[config.mk]
export PLATFORM = sky130hd
export DESIGN_NAME = backlight_pwm_boost_config
export DESIGN_NICKNAME = d
export VERILOG_FILES = /design/src/backlight_cfg_pkg.sv /design/src/backlight_pwm_boost_config.sv /design/src/switch_tick_gen.sv
export SDC_FILE = /design/constraint.sdc
export NUM_CORES = 1
export LEC_CHECK = 0
export CAP_MARGIN = 5
export CORE_AREA = 8 8 240 185
export CTS_BUF_LIST = sky130_fd_sc_hd__clkbuf_2 sky130_fd_sc_hd__clkbuf_4 sky130_fd_sc_hd__clkbuf_8
export DETAILED_ROUTE_END_ITERATION = 16
export DIE_AREA = 0 0 248 193
export DONT_BUFFER_PORTS = 1
export HOLD_SLACK_MARGIN = 0.02
export PLACE_DENSITY = 0.61
export SLEW_MARGIN = 5
export SYNTH_ARGS = -nofsm -noshare
export SYNTH_HDL_FRONTEND = slang
export SYNTH_HIERARCHICAL = 1
export SYNTH_SLANG_ARGS = --single-unit
[constraint.sdc]
create_clock -name clk -period 9.2 [get_ports clk]
set_input_delay 0.92 -clock clk [delete_from_list [all_inputs] [get_ports clk]]
set_output_delay 0.92 -clock clk [all_outputs]
set_load 0.005 [all_outputs]
[src/backlight_cfg_pkg.sv]
// constants, tables and state carriers for the backlight pwm and boost configuration block
// assumes a 250 MHz clock and a byte-wide register port on the same clock
package backlight_cfg_pkg;

    localparam int unsigned CLK_HZ = 250_000_000;

    // register offsets and reset values
    localparam logic [7:0] DIM_CFG_ADDR   = 8'hA5;
    localparam logic [7:0] BOOST_CFG_ADDR = 8'hA6;
    localparam logic [7:0] DRIVE_CFG_ADDR = 8'hA7;
    localparam logic [7:0] DIM_CFG_RST    = 8'h00;
    localparam logic [7:0] BOOST_CFG_RST  = 8'h00;
    localparam logic [5:0] DRIVE_CFG_RST  = 6'h00;

    // field positions
    localparam int LAYOUT_LSB    = 4;
    localparam int LAYOUT_MSB    = 6;
    localparam int DIM_RATE_LSB  = 0;
    localparam int DIM_RATE_MSB  = 3;
    localparam int SW_RATE_LSB   = 6;
    localparam int SW_RATE_MSB   = 7;
    localparam int LEVEL_LSB     = 0;
    localparam int LEVEL_MSB     = 5;
    localparam int STAGE3_BIT    = 5;
    localparam int STAGE2_BIT    = 4;
    localparam int CAP_LSB       = 0;
    localparam int CAP_MSB       = 1;

    // phase offsets in degrees per layout code and sink; 360 marks a sink held off
    localparam int DEG_OFF = 360;
    localparam int PHASE_DEG [8][6] = '{
        '{0, 60, 120, 180, 240, 320},
        '{0, 72, 144, 216, 288, 360},
        '{0, 90, 180, 270, 360, 360},
        '{0, 120, 240, 360, 360, 360},
        '{0, 180, 360, 360, 360, 360},
        '{0, 0, 120, 120, 240, 240},
        '{0, 0, 0, 180, 180, 180},
        '{360, 360, 360, 360, 360, 360}
    };

    // dimming rate is a multiple of 1202 Hz: 4808 Hz is 4, 38464 Hz is 32
    localparam int unsigned DIM_BASE_HZ = 1202;
    localparam int DIM_MULT [16] = '{4, 5, 6, 7, 8, 10, 11, 12, 13, 14, 15, 16, 20, 24, 28, 32};
    localparam int DIM_RES  [16] = '{10, 10, 10, 10, 10, 9, 9, 9, 9, 9, 9, 9, 8, 8, 8, 8};
    localparam int DUTY_W = 10;
    // cycles per degree of one 1202 Hz period
    localparam int unsigned PHASE_STEP_DEFAULT = CLK_HZ / (DIM_BASE_HZ * 360);
    localparam int ACC_W = 18;

    // boost switching rates and their periods in clock cycles
    localparam int unsigned SW_RATE0_KHZ = 312;
    localparam int unsigned SW_RATE1_KHZ = 625;
    localparam int unsigned SW_RATE2_KHZ = 1250;
    localparam logic [9:0] SW_PERIOD0 = 10'(CLK_HZ / (SW_RATE0_KHZ * 1000));
    localparam logic [9:0] SW_PERIOD1 = 10'(CLK_HZ / (SW_RATE1_KHZ * 1000));
    localparam logic [9:0] SW_PERIOD2 = 10'(CLK_HZ / (SW_RATE2_KHZ * 1000));

    typedef struct packed {
        logic [9:0] cnt;
        logic       tick;
    } switch_tick_state_s;

    typedef struct packed {
        logic [7:0]       dim_cfg;
        logic [7:0]       boost_cfg;
        logic [5:0]       drive_cfg;
        logic [7:0]       rd_data;
        logic [ACC_W-1:0] acc;
        logic [ACC_W-1:0] thr;
        logic [5:0]       sink;
        logic [2:0]       pin_meta;
        logic [2:0]       pin_sync;
    } backlight_state_s;

endpackage

[src/backlight_pwm_boost_config.sv]
// backlight configuration registers, phase-shifted dimming pwm and boost settings
// assumes register port and duty level on clk; strap pins are asynchronous
`timescale 1ns/1ps
module backlight_pwm_boost_config
#(
    parameter int unsigned PHASE_STEP_CYCLES = backlight_cfg_pkg::PHASE_STEP_DEFAULT
)
(
    input  wire logic                                 clk,
    input  wire logic                                 rst_b,
    input  wire logic [7:0]                           reg_addr,
    input  wire logic                                 reg_wr_en,
    input  wire logic [7:0]                           reg_wr_data,
    input  wire logic                                 reg_rd_en,
    output logic [7:0]                                reg_rd_data,
    input  wire logic [backlight_cfg_pkg::DUTY_W-1:0] duty_level,
    input  wire logic                                 resistor_rate_enable,
    input  wire logic [1:0]                           resistor_rate_code,
    output logic [5:0]                                sink_pwm,
    output logic                                      switch_tick,
    output logic [5:0]                                boost_target_level,
    output logic                                      slew_stage_two_on,
    output logic                                      slew_stage_three_on,
    output logic [1:0]                                switch_current_cap
);
    import backlight_cfg_pkg::*;

    localparam logic [ACC_W:0] PERIOD_W = (ACC_W + 1)'(360 * PHASE_STEP_CYCLES);
    localparam logic [ACC_W:0] STEP_W   = (ACC_W + 1)'(PHASE_STEP_CYCLES);

    backlight_state_s    s_r;
    backlight_state_s    s_nxt;
    logic [2:0]          phase_layout_select;
    logic [3:0]          dimming_rate_select;
    logic [1:0]          switch_rate_select;
    logic                hit_dim;
    logic                hit_boost;
    logic                hit_drive;
    logic                wr_dim;
    logic                wr_boost;
    logic                wr_drive;
    logic [7:0]          rd_value;
    logic [5:0]          step;
    logic [ACC_W:0]      acc_sum;
    logic [ACC_W-1:0]    acc_next;
    int                  res;
    logic [DUTY_W-1:0]   duty_q;
    logic [27:0]         prod;
    logic [ACC_W-1:0]    thr_next;
    wire logic [5:0]     sink_hit;

    assign phase_layout_select = s_r.dim_cfg[LAYOUT_MSB:LAYOUT_LSB];
    assign dimming_rate_select = s_r.dim_cfg[DIM_RATE_MSB:DIM_RATE_LSB];

    // strap selects the externally set rate over the register field
    assign switch_rate_select = s_r.pin_sync[2] ? s_r.pin_sync[1:0]
                                                : s_r.boost_cfg[SW_RATE_MSB:SW_RATE_LSB];

    // register address decode
    assign hit_dim   = (reg_addr == DIM_CFG_ADDR);
    assign hit_boost = (reg_addr == BOOST_CFG_ADDR);
    assign hit_drive = (reg_addr == DRIVE_CFG_ADDR);

    // write strobes; unmapped addresses match none
    assign wr_dim   = reg_wr_en && hit_dim;
    assign wr_boost = reg_wr_en && hit_boost;
    assign wr_drive = reg_wr_en && hit_drive;

    // read mux; unmapped addresses read as zero
    always_comb
    begin
        rd_value = 8'h00;
        if (hit_dim)
        begin
            rd_value = s_r.dim_cfg;
        end
        else if (hit_boost)
        begin
            rd_value = s_r.boost_cfg;
        end
        else if (hit_drive)
        begin
            // drive bits 7:6 read back as zero
            rd_value = {2'b00, s_r.drive_cfg};
        end
    end

    // period accumulator advances by the rate multiple each clock
    always_comb
    begin
        step    = 6'(DIM_MULT[dimming_rate_select]);
        acc_sum = {1'b0, s_r.acc} + (ACC_W + 1)'(step);
        if (acc_sum >= PERIOD_W)
        begin
            acc_sum = acc_sum - PERIOD_W;
        end
        acc_next = acc_sum[ACC_W-1:0];
    end

    // duty quantised to the resolution of the selected rate
    always_comb
    begin
        res      = DIM_RES[dimming_rate_select];
        duty_q   = (duty_level >> (DUTY_W - res)) << (DUTY_W - res);
        prod     = 28'(duty_q) * 28'(PERIOD_W);
        thr_next = prod[27:DUTY_W];
    end

    // per-sink phase offset and compare
    for (genvar g = 0; g < 6; g++)
    begin : g_sink
        logic [8:0]     deg;
        logic [ACC_W:0] offset;
        logic [ACC_W:0] diff;
        logic           hit;

        always_comb
        begin
            deg    = 9'(PHASE_DEG[phase_layout_select][g]);
            offset = (ACC_W + 1)'(deg) * STEP_W;
            diff   = '0;
            hit    = 1'b0;
            if (deg == 9'(DEG_OFF))
            begin
                hit = 1'b0;
            end
            else
            begin
                if ({1'b0, s_r.acc} >= offset)
                begin
                    diff = {1'b0, s_r.acc} - offset;
                end
                else
                begin
                    diff = {1'b0, s_r.acc} + PERIOD_W - offset;
                end
                hit = diff < {1'b0, s_r.thr};
            end
        end

        assign sink_hit[g] = hit;
    end

    always_comb
    begin
        s_nxt = s_r;

        // strap pins through two flops
        s_nxt.pin_meta = {resistor_rate_enable, resistor_rate_code};
        s_nxt.pin_sync = s_r.pin_meta;

        // register writes
        if (wr_dim)
        begin
            s_nxt.dim_cfg = {1'b0, reg_wr_data[6:0]};
        end
        if (wr_boost)
        begin
            s_nxt.boost_cfg = reg_wr_data;
        end
        if (wr_drive)
        begin
            s_nxt.drive_cfg = reg_wr_data[5:0];
        end

        // register reads, one cycle latency; same-cycle write reads old value
        if (reg_rd_en)
        begin
            s_nxt.rd_data = rd_value;
        end

        // sinks registered, one clock behind the accumulator
        s_nxt.acc  = acc_next;
        s_nxt.thr  = thr_next;
        s_nxt.sink = sink_hit;
    end

    always_ff @(posedge clk)
    begin
        if (!rst_b)
        begin
            s_r <= '0;
            s_r.dim_cfg <= DIM_CFG_RST;
            s_r.boost_cfg <= BOOST_CFG_RST;
            s_r.drive_cfg <= DRIVE_CFG_RST;
        end
        else
        begin
            s_r <= s_nxt;
        end
    end

    switch_tick_gen u_switch_tick
    (
        .clk       (clk),
        .rst_b     (rst_b),
        .rate_code (switch_rate_select),
        .tick      (switch_tick)
    );

    assign reg_rd_data         = s_r.rd_data;
    assign sink_pwm            = s_r.sink;
    assign boost_target_level  = s_r.boost_cfg[LEVEL_MSB:LEVEL_LSB];
    assign slew_stage_three_on = s_r.drive_cfg[STAGE3_BIT];
    assign slew_stage_two_on   = s_r.drive_cfg[STAGE2_BIT];
    assign switch_current_cap  = s_r.drive_cfg[CAP_MSB:CAP_LSB];

endmodule // backlight_pwm_boost_config

[src/switch_tick_gen.sv]
// boost switching tick generator: one pulse per switching period
// assumes rate code from the same clock domain
`timescale 1ns/1ps
module switch_tick_gen
(
    input  wire logic       clk,
    input  wire logic       rst_b,
    input  wire logic [1:0] rate_code,
    output logic            tick
);
    import backlight_cfg_pkg::*;

    switch_tick_state_s s_r;
    switch_tick_state_s s_nxt;
    logic [9:0]         limit;

    always_comb
    begin
        s_nxt = s_r;
        s_nxt.tick = 1'b0;
        limit = SW_PERIOD0;
        unique case (rate_code)
            2'h0: limit = SW_PERIOD0;
            2'h1: limit = SW_PERIOD1;
            2'h2: limit = SW_PERIOD2;
            2'h3: limit = 10'h000;
        endcase
        if (limit == 10'h000)
        begin
            s_nxt.cnt = 10'h000;
        end
        else if (s_r.cnt >= limit - 10'h001)
        begin
            s_nxt.cnt = 10'h000;
            s_nxt.tick = 1'b1;
        end
        else
        begin
            s_nxt.cnt = s_r.cnt + 10'h001;
        end
    end

    always_ff @(posedge clk)
    begin
        if (!rst_b)
        begin
            s_r <= '0;
        end
        else
        begin
            s_r <= s_nxt;
        end
    end

    assign tick = s_r.tick;

endmodule // switch_tick_gen

-- Word-level counts from Yosys, hierarchy flattened
Memory sizes are Yosys's and may differ from the RTL's.
Cells that the tools add are included.
- flip-flop bits (word level): 88
- bits in read-only memories: 2560
- bits of input ports: 33
- output and inout bits: 25
- word-level logic and storage cells: 115
- memories kept: 3
- $add $sub $neg: 18
- multiply operators: 7
- $lt $le $gt $ge: 16
- equal/unequal tests: 12
- shift-type cells: 2
- muxes and demuxes: 25
- bitwise logic cells: 3
- reduce and logical (&&, ||, !) cells: 13
- memory list (memory ; words ; bits a word ; rd ports ; clocked after Yosys merged registers in ; write ports ; RTL line ; RTL):
    (no name shown) ; 8 ; 192 ; 1 ; 0 ; 0 ; backlight_pwm_boost_config.sv:119 ; deg = 9'(PHASE_DEG[phase_layout_select][g]);
    (no name shown) ; 16 ; 32 ; 1 ; 0 ; 0 ; backlight_pwm_boost_config.sv:103 ; res = DIM_RES[dimming_rate_select];
    (no name shown) ; 16 ; 32 ; 1 ; 0 ; 0 ; backlight_pwm_boost_config.sv:91 ; step = 6'(DIM_MULT[dimming_rate_select]);
- operator list (operator ; number):
    169-bit two-way mux ; 2
    19-bit two-way mux ; 12
    18-bit by 19-bit >= comparator with 1-bit output ; 6
    19-bit by 18-bit less-than comparator with 1-bit output ; 6
    9-bit by 10-bit multiplier with 19-bit output, second input constant ; 6
    18-bit by 19-bit subtractor with 19-bit output ; 6
    19-bit subtractor ; 6
    32-bit two-way mux ; 2
    9-bit == test, second input constant ; 6
    10-bit case mux with 4 select lines ; 1
    10-bit by 32-bit << shifter with 10-bit output ; 1
    10-bit by 32-bit right shift with 10-bit output ; 1
    5-bit by 32-bit subtractor with 32-bit output, first input constant ; 1
    10-bit by 15-bit multiplier with 25-bit output, second input constant ; 1
    8-bit == test, second input constant ; 3
    18-bit by 18-bit adder with 19-bit output, second input constant ; 1
    18-bit by 6-bit adder with 19-bit output ; 1
    19-bit by 18-bit >= comparator with 1-bit output, second input constant ; 1
    18-bit two-way mux ; 1
    6-bit two-way mux ; 3
    18-bit subtractor, second input constant ; 1
    8-bit two-way mux ; 2
    2-bit OR reduction ; 7
    10-bit by 1-bit adder with 10-bit output, second input constant ; 1
    15 further kinds ; 18

-- Depth between registers and ports, before layout
- depth in word-level cells: 9
- gate-level depth with buffers: 38
- depth with buffers taken out: 35

-- By module
The synthesis kept the hierarchy.
- by module, submodules not included (module ; times used ; cells each ; area each (um2) ; seq. area each (um2)):
    backlight_pwm_boost_config ; 1 ; 2430 ; 19235.9 ; 1541.5
    switch_tick_gen ; 1 ; 79 ; 755.7 ; 220.2

-- Worst setup path before layout
No wires, ideal clock.
- path kind: reg2reg
- start point: register s_r, in the netlist phase_layout_select[1]
- end point: register s_r, in the netlist sink_pwm[3]
- setup time: 0.058 ns
- data arrival time: 6.457 ns
- setup slack: 2.684 ns
- cell stages (with the launch flop): 34
- period minus slack after synthesis: 6.516 ns
- path through: dfxtp_1 -> clkbuf_1 -> inv_1 -> ha_1 -> nand2_1 -> inv_1 -> a21oi_1 -> inv_1 -> ha_1 -> ha_1 -> ha_1 -> nor2b_1 -> o21ai_0 -> o21bai_1 -> a21oi_1 -> xor2_1 -> ha_1 -> nand4_1 -> nor4_1 -> nor2_1 -> o21ai_0 -> o21ai_1 -> nand2b_1 -> buf_2 -> buf_2 -> nor2_1 -> a21oi_1 -> ha_1 -> or4_1 -> a21oi_1 -> or4_1 -> a31oi_1 -> a2111oi_0 -> o21a_1
- longest elaborated chain between the ends: 9
- RTL lines (item ; RTL line ; RTL):
    start, declared ; backlight_pwm_boost_config.sv:31 ; backlight_state_s s_r;
    start signal, assigned ; backlight_pwm_boost_config.sv:189 ; s_r <= s_nxt;
    3-bit inverter with 4-bit output (not written as such) * ; backlight_pwm_boost_config.sv:119 ;
    memory 8 x 192 bit * ; - ;
    169-bit two-way mux * (2 in series) ; - ;
    9-bit by 10-bit multiplier with 19-bit output ; backlight_pwm_boost_config.sv:120 ; offset = (ACC_W + 1)'(deg) * STEP_W;
    19-bit subtractor (tied with other cells) ; backlight_pwm_boost_config.sv:135 ; diff = {1'b0, s_r.acc} + PERIOD_W - offset;
    19-bit two-way mux ; backlight_pwm_boost_config.sv:129 ; if ({1'b0, s_r.acc} >= offset)
    19-bit two-way mux ; backlight_pwm_boost_config.sv:123 ; if (deg == 9'(DEG_OFF))
    19-bit by 18-bit less-than comparator with 1-bit output ; backlight_pwm_boost_config.sv:137 ; hit = diff < {1'b0, s_r.thr};
Every way passes the cells marked *; elsewhere a longest branch is shown, timed or not. The select of a mux whose other input is x is not followed.
A chain may end at the register's enable or synchronous reset.

-- Worst setup path after layout
Same ends and word-level chain as after synthesis.

==> results.cfg <==
[run_status]
status = complete, no violations

[detailed_routing]
antenna_left = 0
wl_per_cell_um = 21.89
drt_iter0_drc = 1487
vias = 18390
firstDrtPassIters = 5
drc = 0
wl_um = 65970
viasPerCell = 6.102

[setup_path]
crit_top_cell = ha_1
worstSetupStartpointType = flop
path_class = reg2reg
cp.arrival_ps = 8490
cp.required_ps = 9620
slowest_delay_ps = 770
critical_path.max_fanout = 24
crit_path_end_kind = flop
reg2reg_depth = 32
reg2reg_setup_slack_ps = 1130
r2r-start = phase_layout_select[1]$_SDFFE_PN0P_
r2r-end = sink_pwm[3]$_SDFF_PP0_
slowest_stage = a21oi_1

[sta]
relSlewSlack_pct = 19.86
fin_crit_sh_pct = 87.74
holdWs_ps = 441.9
setup_viol = 0
worst_slew_pin_slew_ps = 1198
finalHoldViolCount = 0
clock_skew_ps = 35.45
rsz0062_at_grt = false
fin_tns_setup_ps = 0
slew_violations = 0
fin_crit_ps = 8072
max_freq_mhz = 123.9

[synth]
synth_area_leaders = ha_1 (29%), dfxtp_1 (8.8%), xnor2_1 (6.9%)
synth_top_family_by_area = adder cells
synth_area_um2 = 19990
syn_avg_cell_area_um2 = 7.968
ys_seq_area_share_pct = 8.812
synth-compound-area-share_pct = 20.87
synth_cells = 2509
synthMuxAreaShare_pct = 2.829
synth_common_cells = ha_1 (456), inv_1 (205), a21oi_1 (188), nand2_1 (183), nor2_1 (181)
synth_most_common_cell = ha_1
synth_xor_area_share_pct = 11.17
yosysWarnings = 6
yosys_register_bits = 88
synthAdderAreaFrac_pct = 32.95
async_reset_ff_share_pct = 0
synth_edf_count = 0
netlist.area_leader.share_pct = 28.54
synthFlopType = dfxtp_1
synth-simple-area-share_pct = 17.43
yosysUniqueCellTypes = 103
yosysTopAreaCell = ha_1

[die]
dieArea_um2 = 47860
die_width_um = 248
fp.dieH_um = 193
io_pins = 58
start_util_pct = 48.87
core_um2 = 40910
row_count = 65

[clock_tree]
cts_hold_buf = 0
clockRootBuffer = clkbuf_8
ctsResizeCount = 0
clkLatencyLatePin_ps = 460
htree_num_levels = 3
cts_tree = done
clock_path_buffers = 2
post-cts-setup-buffers = 0
cts_buffers = 9
clkSlewWorstSetupHoldPaths_ps = 150
numClockSinks = 88

[power_and_ir_drop]
power.ir.vdd_worst_mv = 0.1425
power_density_nw_per_um2 = 111.7
leakage_uw = 0.009794

[global_routing]
antenna_found_initial = 3
grt_max_degree = 37
grtUsageTotal_pct = 27.64
grt_pass1_vias = 17670
overflow = 0
grt_pass1_wl_um = 102100

[layout]
antenna_cells = 0
finish.utilization_pct = 50.61
syn2layout_area_growth_pct = 3.561
nNetsFinal = 3006
drive_above_1_share_pct = 5.367
nFillCells = 4007

[hold_path]
holdCritPathClass = reg2reg
holdPathStages = 1
min_from = s_nxt[2]$_SDFF_PN0_
whs_endpoint = s_r[2]$_SDFF_PN0_

[flow_run]
maxCapViolCount = 0

[placement]
dp_hpwl_um = 51710
place_congestion = 0.9510
port_buffers = 0
[cells in the final DEF, fill, tap and decap left out, types with 9 or more instances in the layout]
cell type,count
buf_4,28
a31oi_1,24
nor4_1,12
o21ai_0,112
o21ai_1,18
or2_2,18
dfxtp_1,88
nor3_1,61
nand3_1,63
clkbuf_8,9
or3_1,17
ha_1,456
a31o_2,14
a211o_1,9
and2_1,20
nand2b_1,27
nor2_1,181
nor2b_1,40
mux2i_1,43
nand4_1,23
a211oi_1,23
xnor2_1,154
mux2_2,11
o211ai_1,18
a21oi_1,188
a21o_1,59
o21bai_1,21
and3_1,22
fa_1,44
xor2_1,94
nand2_1,183
inv_1,204
o21a_1,27
[kinds of logic (layout without fill, tap and decap cells)]
kind of cell    after synthesis  after routing
simple gates                709            709
compound gates              621            621
fa+ha+maj                   500            500
buf+inv                     281            249
xor+xnor                    254            254
flops                        88             88
mux                          55             55
other cells                   1              2
[per-stage QoR]
| step | area, µm² | power, µW | cells | setup WS, ps |
|---|---|---|---|---|
| floorplan | 20000 | 1581 | 2510 | 2684 |
| detailed placement | 20500 | 1979 | 2998 | 1295 |
| finish | 20700 | 2313 | 3014 | 1128 |
| global route | 20700 | 2538 | 3014 | 289.7 |
| CTS | 20700 | 2313 | 3014 | 1237 |
| global placement | 20500 | 1938 | 2998 | 1702 |
[area by class of cell]
type	count	area, µm²	area share, %
Tap cell	536	670.6	3.239
Multi-Input combinational cell	2141	17090	82.53
Timing Repair Buffer	28	210.2	1.015
Inverter	205	769.5	3.717
Clock buffer	9	123.9	0.5983
Clock inverter	7	81.33	0.3928
Sequential cell	88	1762	8.509
[layer usage]
layer / share of wire (%) / global-route usage [%] / routed length, µm
met4: 2.6 / 7.412 / 1724
met1: 48 / 39.55 / 31720
met3: 8.3 / 5.548 / 5461
met2: 41 / 41.70 / 27060
met5: 0 / 0 / 0
[sequential cells by signal, summed over array words and instances, names as in the netlist]
| name | count |
|---|---|
| boost_target_level | 6 |
| dimming_rate_select | 4 |
| phase_layout_select | 3 |
| reg_rd_data | 8 |
| s_nxt | 3 |
| s_r | 43 |
| sink_pwm | 6 |
| slew_stage_three_on | 1 |
| slew_stage_two_on | 1 |
| switch_current_cap | 2 |
| u_switch_tick/s_r | 10 |
| u_switch_tick/tick | 1 |
[report_power, final]
| group | switching [µW] | internal [µW] | total (µW) |
|---|---|---|---|
| sequential | 15.8 | 429 | 445 |
| combinational | 920 | 634 | 1550 |
| clock | 204 | 110 | 314 |
[worst max-delay path: cells and delay by family, from the launching register on]
kind            cells  cell delay [ps]
compound gates      9             2650
fa+ha+maj           7             1970
simple gates       11             1720
flops               1              600
mux                 1              420
buf+inv             3              370
xor+xnor            1              240
[worst max-delay path by stage]
stage | from | endpoint | slack (ps)
2_1_floorplan | phase_layout_select[1]$_SDFFE_PN0P_ | sink_pwm[3]$_SDFF_PP0_ | 2680
3_3_place_gp | phase_layout_select[1]$_SDFFE_PN0P_ | sink_pwm[3]$_SDFF_PP0_ | 1700
3_5_place_dp | phase_layout_select[1]$_SDFFE_PN0P_ | sink_pwm[3]$_SDFF_PP0_ | 1300
4_1_cts | phase_layout_select[1]$_SDFFE_PN0P_ | sink_pwm[3]$_SDFF_PP0_ | 1240
5_1_grt | phase_layout_select[1]$_SDFFE_PN0P_ | sink_pwm[3]$_SDFF_PP0_ | 290
6_report | phase_layout_select[1]$_SDFFE_PN0P_ | sink_pwm[3]$_SDFF_PP0_ | 1130
Note: power is estimated with default switching activity, not from simulation.
